<file path="src/cqsp_pkg.sv">
/*
  constants for the queue status poll and error capture block: register offsets,
  field positions, reset values, command indexes.
  assumes byte addressing with one aligned 32-bit word per register.
*/
`default_nettype none
package cqsp_pkg;
  // register byte offsets
  localparam logic [11:0] OFS_POLL_CFG  = 12'h240;
  localparam logic [11:0] OFS_POLL_RCA  = 12'h244;
  localparam logic [11:0] OFS_DIRECT_COMMAND_TASK_RSP  = 12'h248;
  localparam logic [11:0] OFS_ERR_MASK  = 12'h250;
  localparam logic [11:0] OFS_TASK_ERR  = 12'h254;
  localparam logic [11:0] OFS_LAST_IDX  = 12'h258;
  localparam logic [11:0] OFS_LAST_ARG  = 12'h25C;
  localparam logic [11:0] OFS_INT_STS   = 12'h260;
  localparam logic [11:0] OFS_INT_MASK  = 12'h264;
  // field positions
  localparam int          POS_BLK_CNT   = 16;
  localparam int          POS_RCA_ARG   = 16;
  localparam int          POS_DATA_IDX  = 16;
  localparam int          POS_ERR_VALID = 15;
  localparam int          POS_ERR_TID   = 8;
  // reset values
  localparam logic [3:0]  RST_BLK_CNT   = 4'h1;
  localparam logic [15:0] RST_IDLE_TMR  = 16'h1000;
  localparam logic [31:0] RST_ERR_MASK  = 32'hFDF9A080;
  // command indexes and slots
  localparam logic [5:0]  IDX_QSTATUS   = 6'h0D;
  localparam logic [5:0]  IDX_EXEC_RD   = 6'h2E;
  localparam logic [5:0]  IDX_EXEC_WR   = 6'h2F;
  localparam logic [4:0]  DIRECT_COMMAND_TASK_SLOT     = 5'h1F;
  // interrupt status bits
  localparam int          INT_RSP_ERR   = 0;
  localparam int          INT_ERR_CAP   = 1;
  localparam int          INT_BITS      = 2;
endpackage : cqsp_pkg
`default_nettype wire

</file>
<file path="src/cqsp_top.sv">
/*
  queue status poll scheduling, response recording and error capture for a
  command queueing engine.
  assumes the engine's command and data sequencers run on the same clock and
  give one-cycle pulses; the timer clock arrives from another domain.
*/
// The strobed register port was decided locally.
//
// How it works
// - status command during block count minus n
// - field zero: status only while data idle
// - field one: status during last block
// - no ready task: wait idle interval, repoll
// - idle timer counts timer clock periods, 1..65535
// - default interval 4096 timer clock periods
// - card address goes to argument bits 31:16
// - direct command response loaded; valid after doorbell clears
// - masked set status bits raise response error
// - queue status responses skip the mask check
// - data error records read/write execute index
// - error valid set iff command in progress
// - capture task id on command line
// - capture command index on command line
// - last response index overwritten per response
// - last response argument overwritten per response
// - direct command task lives in slot 31
`timescale 1ns/10ps
`default_nettype none
module cqsp_top
  import cqsp_pkg::*;
(
  // clock and reset
  input  wire logic        clock,
  input  wire logic        srst,
  // register port
  input  wire logic [11:0] reg_addr,
  input  wire logic [31:0] reg_wdata,
  input  wire logic        reg_wr,
  input  wire logic        reg_rd,
  output logic      [31:0] reg_rdata,
  // timer clock from the other domain
  input  wire logic        timer_clk,
  // engine state
  input  wire logic        direct_command_task_en,
  input  wire logic        tasks_pending,
  input  wire logic        cmd_busy,
  input  wire logic        xfer_active,
  input  wire logic        xfer_write,
  input  wire logic [15:0] xfer_blocks,
  input  wire logic [15:0] xfer_cur_block,
  // command line activity
  input  wire logic        cmd_active,
  input  wire logic [4:0]  cmd_task_id,
  input  wire logic [5:0]  cmd_index,
  // responses
  input  wire logic        rsp_valid,
  input  wire logic [5:0]  rsp_index,
  input  wire logic [31:0] rsp_arg,
  input  wire logic        rsp_is_r1,
  // errors
  input  wire logic        err_event,
  // status command request and interrupt
  output logic             qsc_req,
  output logic      [31:0] qsc_arg,
  output logic             irq
);

  typedef enum logic [1:0] {
    ST_IDLE  = 2'b00,
    ST_WAIT  = 2'b01,
    ST_COUNT = 2'b10
  } cqsp_st_t;

  typedef struct packed {
    logic [3:0]          blk_cnt;
    logic [15:0]         idle_tmr;
    logic [15:0]         rca;
    logic [31:0]         direct_command_task_rsp;
    logic [5:0]          data_idx;
    logic                err_valid;
    logic [4:0]          err_tid;
    logic [5:0]          err_cidx;
    logic [5:0]          last_idx;
    logic [31:0]         last_arg;
    logic [INT_BITS-1:0] int_sts;
    logic [INT_BITS-1:0] int_msk;
    logic                irq;
    logic [31:0]         rdata;
    logic                qsc_req;
    logic [31:0]         qsc_arg;
    cqsp_st_t            st;
    logic [15:0]         tmr;
    logic                poll_due;
    logic                xfer_sent;
    logic                xfer_prev;
    logic                pend_prev;
    logic [2:0]          tsync;
    logic                tlvl;
  } cqsp_state_t;

  cqsp_state_t r_reg;
  cqsp_state_t r_next;

  logic        tick;
  logic        xfer_hit;
  logic        idle_ok;
  logic        issue;
  logic        rsp_err;
  logic [15:0] tmr_limit;
  logic [31:0] rd_word;
  logic [INT_BITS-1:0] ev;

  always_comb
  begin
    // a timer period counts once the second and third stages agree on a high
    tick      = (r_reg.tsync[2] == r_reg.tsync[1]) && r_reg.tsync[1] && !r_reg.tlvl;
    tmr_limit = (r_reg.idle_tmr == 16'h0000) ? 16'h0001 : r_reg.idle_tmr;
    // block count minus n, with blocks counted from zero
    xfer_hit  = xfer_active && (r_reg.blk_cnt != 4'h0)
              && (xfer_blocks >= {12'h000, r_reg.blk_cnt})
              && (xfer_cur_block == xfer_blocks - {12'h000, r_reg.blk_cnt});
    idle_ok   = !xfer_active && tasks_pending;
    issue     = 1'b0;
    if (!cmd_busy && r_reg.st == ST_IDLE)
    begin
      issue = (xfer_hit && !r_reg.xfer_sent) || (idle_ok && r_reg.poll_due);
    end
    else if (!cmd_busy && r_reg.st == ST_COUNT)
    begin
      issue = idle_ok && tick && (r_reg.tmr + 16'h0001 >= tmr_limit);
    end
    // queue status replies carry no device status
    rsp_err = rsp_valid && rsp_is_r1 && (rsp_index != IDX_QSTATUS)
            && |(rsp_arg & RST_ERR_MASK);
    ev = '0;
    ev[INT_RSP_ERR] = rsp_err;
    ev[INT_ERR_CAP] = err_event;

    case (reg_addr)
      OFS_POLL_CFG: rd_word = {12'h000, r_reg.blk_cnt, r_reg.idle_tmr};
      OFS_POLL_RCA: rd_word = {16'h0000, r_reg.rca};
      OFS_DIRECT_COMMAND_TASK_RSP: rd_word = r_reg.direct_command_task_rsp;
      OFS_ERR_MASK: rd_word = RST_ERR_MASK;
      OFS_TASK_ERR: rd_word = {10'h000, r_reg.data_idx, r_reg.err_valid, 2'h0,
                               r_reg.err_tid, 2'h0, r_reg.err_cidx};
      OFS_LAST_IDX: rd_word = {26'h0000000, r_reg.last_idx};
      OFS_LAST_ARG: rd_word = r_reg.last_arg;
      OFS_INT_STS:  rd_word = {{(32-INT_BITS){1'b0}}, r_reg.int_sts};
      OFS_INT_MASK: rd_word = {{(32-INT_BITS){1'b0}}, r_reg.int_msk};
      default:      rd_word = 32'h00000000;
    endcase

    r_next = r_reg;
    r_next.tsync     = {r_reg.tsync[1:0], timer_clk};
    if (r_reg.tsync[2] == r_reg.tsync[1])
    begin
      r_next.tlvl = r_reg.tsync[1];
    end
    r_next.xfer_prev = xfer_active;
    r_next.pend_prev = tasks_pending;
    r_next.rdata     = reg_rd ? rd_word : 32'h00000000;
    r_next.qsc_req   = issue;
    if (issue)
    begin
      r_next.qsc_arg = {r_reg.rca, 16'h0000};
    end

    // an ended transfer or new pending work rearms the idle poll
    if (!xfer_active)
    begin
      r_next.xfer_sent = 1'b0;
    end
    if ((r_reg.xfer_prev && !xfer_active) || (tasks_pending && !r_reg.pend_prev))
    begin
      r_next.poll_due = 1'b1;
    end

    case (r_reg.st)
      ST_IDLE:
      begin
        if (issue)
        begin
          r_next.st       = ST_WAIT;
          r_next.poll_due = 1'b0;
          if (xfer_active)
          begin
            r_next.xfer_sent = 1'b1;
          end
        end
      end
      ST_WAIT:
      begin
        if (rsp_valid && rsp_index == IDX_QSTATUS)
        begin
          r_next.tmr = 16'h0000;
          if (rsp_arg == 32'h00000000 && idle_ok)
          begin
            r_next.st = ST_COUNT;
          end
          else
          begin
            r_next.st = ST_IDLE;
          end
        end
      end
      ST_COUNT:
      begin
        if (!idle_ok)
        begin
          r_next.st       = ST_IDLE;
          r_next.poll_due = 1'b1;
        end
        else if (issue)
        begin
          r_next.st = ST_WAIT;
        end
        else if (tick)
        begin
          r_next.tmr = r_reg.tmr + 16'h0001;
        end
      end
      default:
      begin
        r_next.st = ST_IDLE;
      end
    endcase

    if (rsp_valid)
    begin
      r_next.last_idx = rsp_index;
      r_next.last_arg = rsp_arg;
      // the direct command task always sits in the top doorbell slot
      if (direct_command_task_en && cmd_task_id == DIRECT_COMMAND_TASK_SLOT)
      begin
        r_next.direct_command_task_rsp = rsp_arg;
      end
    end

    // snapshot only on an error so service code reads a stable set
    if (err_event)
    begin
      if (xfer_active)
      begin
        r_next.data_idx = xfer_write ? IDX_EXEC_WR : IDX_EXEC_RD;
      end
      r_next.err_valid = cmd_active;
      if (cmd_active)
      begin
        r_next.err_tid  = cmd_task_id;
        r_next.err_cidx = cmd_index;
      end
    end

    if (reg_wr)
    begin
      case (reg_addr)
        OFS_POLL_CFG:
        begin
          r_next.blk_cnt  = reg_wdata[POS_BLK_CNT +: 4];
          r_next.idle_tmr = reg_wdata[15:0];
        end
        OFS_POLL_RCA: r_next.rca     = reg_wdata[15:0];
        OFS_INT_MASK: r_next.int_msk = reg_wdata[INT_BITS-1:0];
        OFS_INT_STS:  r_next.int_sts = r_reg.int_sts & ~reg_wdata[INT_BITS-1:0];
        default:      r_next.rca     = r_next.rca;
      endcase
    end
    // a new event beats a clear in the same cycle
    r_next.int_sts = r_next.int_sts | ev;
    r_next.irq     = |(r_next.int_sts & r_next.int_msk);

    if (srst)
    begin
      r_next          = '0;
      r_next.st       = ST_IDLE;
      r_next.blk_cnt  = RST_BLK_CNT;
      r_next.idle_tmr = RST_IDLE_TMR;
    end
  end

  always_ff @(posedge clock)
  begin
    r_reg <= r_next;
  end

  assign reg_rdata = r_reg.rdata;
  assign qsc_req   = r_reg.qsc_req;
  assign qsc_arg   = r_reg.qsc_arg;
  assign irq       = r_reg.irq;

  property p_xfer_issue;
    @(posedge clock) disable iff (srst)
    (xfer_hit && !r_reg.xfer_sent && !cmd_busy && r_reg.st == ST_IDLE) |=> qsc_req;
  endproperty
  a_xfer_issue: assert property (p_xfer_issue)
    else $error("status command missed its data block");

  property p_no_xfer_issue;
    @(posedge clock) disable iff (srst)
    (r_reg.blk_cnt == 4'h0 && xfer_active) |=> !qsc_req;
  endproperty
  a_no_xfer_issue: assert property (p_no_xfer_issue)
    else $error("status command sent during a transfer with counter zero");

  property p_last_block;
    @(posedge clock) disable iff (srst)
    (qsc_req && $past(xfer_active) && $past(r_reg.blk_cnt) == 4'h1)
      |-> ($past(xfer_cur_block) == $past(xfer_blocks) - 16'h0001);
  endproperty
  a_last_block: assert property (p_last_block)
    else $error("counter one issued outside the last block");

  property p_idle_wait;
    @(posedge clock) disable iff (srst)
    (r_reg.st == ST_COUNT && !tick) |=> !qsc_req;
  endproperty
  a_idle_wait: assert property (p_idle_wait)
    else $error("poll issued before the idle interval ran out");

  property p_rca_arg;
    @(posedge clock) disable iff (srst)
    qsc_req |-> (qsc_arg == {$past(r_reg.rca), 16'h0000});
  endproperty
  a_rca_arg: assert property (p_rca_arg)
    else $error("card address not in argument upper half");

  property p_rsp_err;
    @(posedge clock) disable iff (srst)
    (rsp_valid && rsp_is_r1 && rsp_index != IDX_QSTATUS && |(rsp_arg & RST_ERR_MASK))
      |=> r_reg.int_sts[INT_RSP_ERR] && (irq || !r_reg.int_msk[INT_RSP_ERR]);
  endproperty
  a_rsp_err: assert property (p_rsp_err)
    else $error("masked device status did not raise response error");

  property p_qs_skip;
    @(posedge clock) disable iff (srst)
    (rsp_valid && rsp_index == IDX_QSTATUS && !r_reg.int_sts[INT_RSP_ERR])
      |=> !r_reg.int_sts[INT_RSP_ERR];
  endproperty
  a_qs_skip: assert property (p_qs_skip)
    else $error("queue status reply raised response error");

  property p_err_valid;
    @(posedge clock) disable iff (srst)
    err_event |=> (r_reg.err_valid == $past(cmd_active));
  endproperty
  a_err_valid: assert property (p_err_valid)
    else $error("error valid flag does not follow command activity");

  // the snapshot must follow the transfer direction seen with the error
  property p_data_idx;
    @(posedge clock) disable iff (srst)
    (err_event && xfer_active)
      |=> (r_reg.data_idx == ($past(xfer_write) ? IDX_EXEC_WR : IDX_EXEC_RD));
  endproperty
  a_data_idx: assert property (p_data_idx)
    else $error("data error command index does not match direction");

  property p_cmd_snap;
    @(posedge clock) disable iff (srst)
    (err_event && cmd_active) |=> (r_reg.err_tid == $past(cmd_task_id))
      && (r_reg.err_cidx == $past(cmd_index));
  endproperty
  a_cmd_snap: assert property (p_cmd_snap)
    else $error("command line snapshot not captured");

  property p_last_rsp;
    @(posedge clock) disable iff (srst)
    rsp_valid |=> (r_reg.last_idx == $past(rsp_index)) && (r_reg.last_arg == $past(rsp_arg));
  endproperty
  a_last_rsp: assert property (p_last_rsp)
    else $error("last response not recorded");

  property p_err_hold;
    @(posedge clock) disable iff (srst)
    !err_event |=> $stable(r_reg.err_valid) && $stable(r_reg.err_tid)
      && $stable(r_reg.err_cidx) && $stable(r_reg.data_idx);
  endproperty
  a_err_hold: assert property (p_err_hold)
    else $error("error snapshot changed without an error");

endmodule : cqsp_top
`default_nettype wire

</file>
<file path="config.mk">
export PLATFORM = sky130hd
export DESIGN_NAME = cqsp_top
export DESIGN_NICKNAME = d
export VERILOG_FILES = /design/src/cqsp_pkg.sv /design/src/cqsp_top.sv
export SDC_FILE = /design/constraint.sdc
export NUM_CORES = 1
export LEC_CHECK = 0
export ABC_AREA = 1
export BUFFER_PORTS_ARGS = -buffer_cell sky130_fd_sc_hd__buf_2
export CORE_ASPECT_RATIO = 0.8
export CORE_MARGIN = 2
export CORE_UTILIZATION = 55
export DETAILED_ROUTE_END_ITERATION = 12
export PLACE_DENSITY = 0.77
export SYNTH_ARGS = -nofsm -noshare
export SYNTH_HDL_FRONTEND = slang
export SYNTH_SLANG_ARGS = --single-unit
</file>
<file path="constraint.sdc">
create_clock -name clock -period 3.57 [get_ports clock]
set_input_delay 0.1785 -clock clock [delete_from_list [all_inputs] [get_ports clock]]
set_output_delay 0.1785 -clock clock [all_outputs]
set_load 0.005 [all_outputs]
</file>
==> flow_summary.toml <==
[status]
status = "finished clean"

[hold_path]
min_to = "r_reg[127]"
holdCritStartpoint = "rsp_arg[31]"
hold_class = "input port to register"
holdPathStages = 3

[cells_and_area]
drive_above_1_share_pct = 18.3
diodes = 0
fill_cells = 1593
final_cell_mix = "dfxtp_1 (200), inv_1 (192), buf_2 (176), nor2_1 (165), a21oi_1 (159)"
postLayoutCellArea_um2 = 11300
largest_register_ffs = 150
syn_to_final_growth_pct = 14.3
nets = 1644
final_common_cell = "dfxtp_1"

[critical_path]
worstSetupEndpointType = "register"
r2r_cells = 19
crit_fanout = 16
reg2reg_to = "r_reg[16]"
r2r-start = "r_reg[8]"
worst_setup_path_start_kind = "register"
worstPathRequired_ps = 3890
worst-setup-path-type = "register to register"
r2r_slack_ps = 240
crit_arrival_ps = 3660

[route]
post_drt_wl_per_cell_um = 16.1
remaining_drc_errors = 0
drt_wl_total_um = 27700
ant_nets = 0
vias_per_cell = 5.43
drtPass1Iterations = 5
drt_iter0_markers = 917
dr_total_vias = 9337

[grt]
antenna_found_initial = 0
grt_first_pass_wirelength_um = 42200
gr-total-overflow = 0
grt_pass1_vias = 8182
grtUsageTotal_pct = 28.4
grt_max_degree = 80

[placed_design]
dp_hpwl_um = 19900
globalplace.congestion = 0.911
place_area_um2 = 10500
io_buffers = 176

[floorplan]
die_area_um2 = 19200
pin_count = 205
start_util_pct = 56.8
core_um2 = 17500
die_w_um = 154
fp.dieH_um = 124
rows = 43

[timing]
slew_headroom_pct = 51.7
period_share_pct = 93.3
worstMarginPinSlew_ps = 716
fmax_mhz = 300
worst_clock_skew_ps = 7.20
min_period_ps = 3330
setup-tns-final_ps = 0
setup_viol = 0
slew_violations = 0
hold_viol = 0

[synthesis]
synth_top_area_share_pct = 40.3
yosys_register_bits = 200
ys.warnings.count = 0
synth_area_um2 = 9930
syn_avg_cell_area_um2 = 7.29
ys_types = 51
synth_flop_cell = "dfxtp_1"
synth_edf_count = 0
yosysSeqAreaShare_pct = 40.3
synth_area_leaders = "dfxtp_1 (40%), a21oi_1 (8.0%), o21ai_0 (7.4%)"
yosysTopAreaCell = "dfxtp_1"
syn_inst = 1363
async_reset_ff_share_pct = 0

[power]
ir_worst_vdd_mv = 0.328
leakagePower_uw = 0.00512
powerDensity_nw_per_um2 = 408

[cts]
clock-sinks = 200
post_cts_buffers = 0
clockRootBuffer = "clkbuf_16"
cts-buffers-inserted = 17
clk_latency_ps = 440
clkTransAtPathRegs_ps = 70
h-tree-depth = 4
cts.path.max_buffers = 2
cts_tree = "built"

[flow_run]
cap_violations = 0
## power breakdown
group	total, uW	switching, uW	internal [uW]
combinational	442	267	175
sequential	2320	29.5	2290
clock	1870	880	988
total	4630	1180	3450
## stage by stage
stage / total power [uW] / utilization, % / setup WS [ps] / cells / hold WS, ps
after floorplan: 2640 / - / 350 / 1378 / 259
after global placement: 2770 / 60.3 / 323 / 1670 / 380
after detailed placement: 2780 / 60.3 / 141 / 1670 / 387
after CTS: 4630 / 64.5 / 114 / 1718 / 0.843
after global routing: 4800 / 64.9 / -16.2 / 1719 / 11.0
final: 4630 / 64.9 / 238 / 1719 / 6.24
## synth_stat cells (2+ instances only)
cell / n
xnor2_1: 7
inv_2: 6
ha_1: 22
o21ai_0: 147
nor2_1: 167
nor2_4: 3
buf_4: 67
a21oi_1: 159
a2111oi_0: 3
nand3_2: 13
a211oi_1: 5
nor2_2: 6
o31ai_1: 2
and3_1: 2
nor3_1: 17
clkbuf_1: 49
dfxtp_1: 200
nand3_1: 36
nand2_2: 7
a31oi_1: 4
nand3b_1: 6
a21oi_2: 2
inv_1: 193
nand2_4: 2
a221oi_1: 16
o22ai_1: 23
o211ai_1: 3
buf_2: 3
xor2_1: 16
nand4_1: 15
buf_6: 3
nor4_1: 6
nand2_1: 135
## layer usage
layer  up-vias  global-route usage [%]  share of wire (%)
met5         -                       0                  0
met4         0                    9.64                2.0
met3        40                    5.29                9.4
met2       417                    42.5                 43
met1      4248                    41.1                 46
li1       4632                       -                  -
## critical path, stage by stage (launching register included)
cell       delay (ps)
dfxtp_1           370
ha_1              180
nand2_1            80
nor2_2            140
nand3_2           140
nor4_4            190
buf_4             170
nand3_1           100
xor2_2            180
inv_1              70
ha_1              290
nand2_1           120
o21ai_0           110
a21oi_1           120
nand3_1           120
nand3_1           120
o2111ai_2         200
clkbuf_16         260
o21ai_0           190
a21oi_1            60
## cell type report
| type | instances | area [um^2] | share of cell area (%) |
|---|---|---|---|
| Timing Repair Buffer | 208 | 1200 | 10.6 |
| Clock inverter | 12 | 119 | 1.05 |
| Multi-Input combinational cell | 855 | 4550 | 40.1 |
| Inverter | 200 | 752 | 6.63 |
| Tap cell | 225 | 282 | 2.48 |
| Clock buffer | 19 | 443 | 3.90 |
| Sequential cell | 200 | 4000 | 35.3 |
## logic make-up (layout without fill, tap and decap cells)
logic type,after synthesis,in the layout,synth area share (%)
flip-flops,200,200,40.3
other,1,16,0.0378
multiplexers,1,1,0.101
XOR/XNOR,23,23,2.03
buffers and inverters,323,439,15.0
adder cells (fa/ha/maj),23,23,2.97
AO/OA/AOI/OAI,373,373,20.5
AND/OR/NAND/NOR,419,419,19.1
## repair_timing
item | in CTS | in global routing
hold buffers | 17 | 0
resized for setup | 0 | 13
setup endpoints to repair | 0 | 34
endpoints found under the hold margin | 17 | 0
## how the worst max path moves through the flow
stage | start | endpoint | cells after the start
6_report | r_reg[8] | r_reg[16] | 19
5_1_grt | r_reg[8] | r_reg[16] | 19
4_1_cts | r_reg[8] | r_reg[17] | 19
3_5_place_dp | r_reg[8] | r_reg[17] | 19
3_3_place_gp | r_reg[8] | r_reg[23] | 19
2_1_floorplan | r_reg[8] | r_reg[10] | 18
No activity file was read; power rests on OpenSTA's default activity.
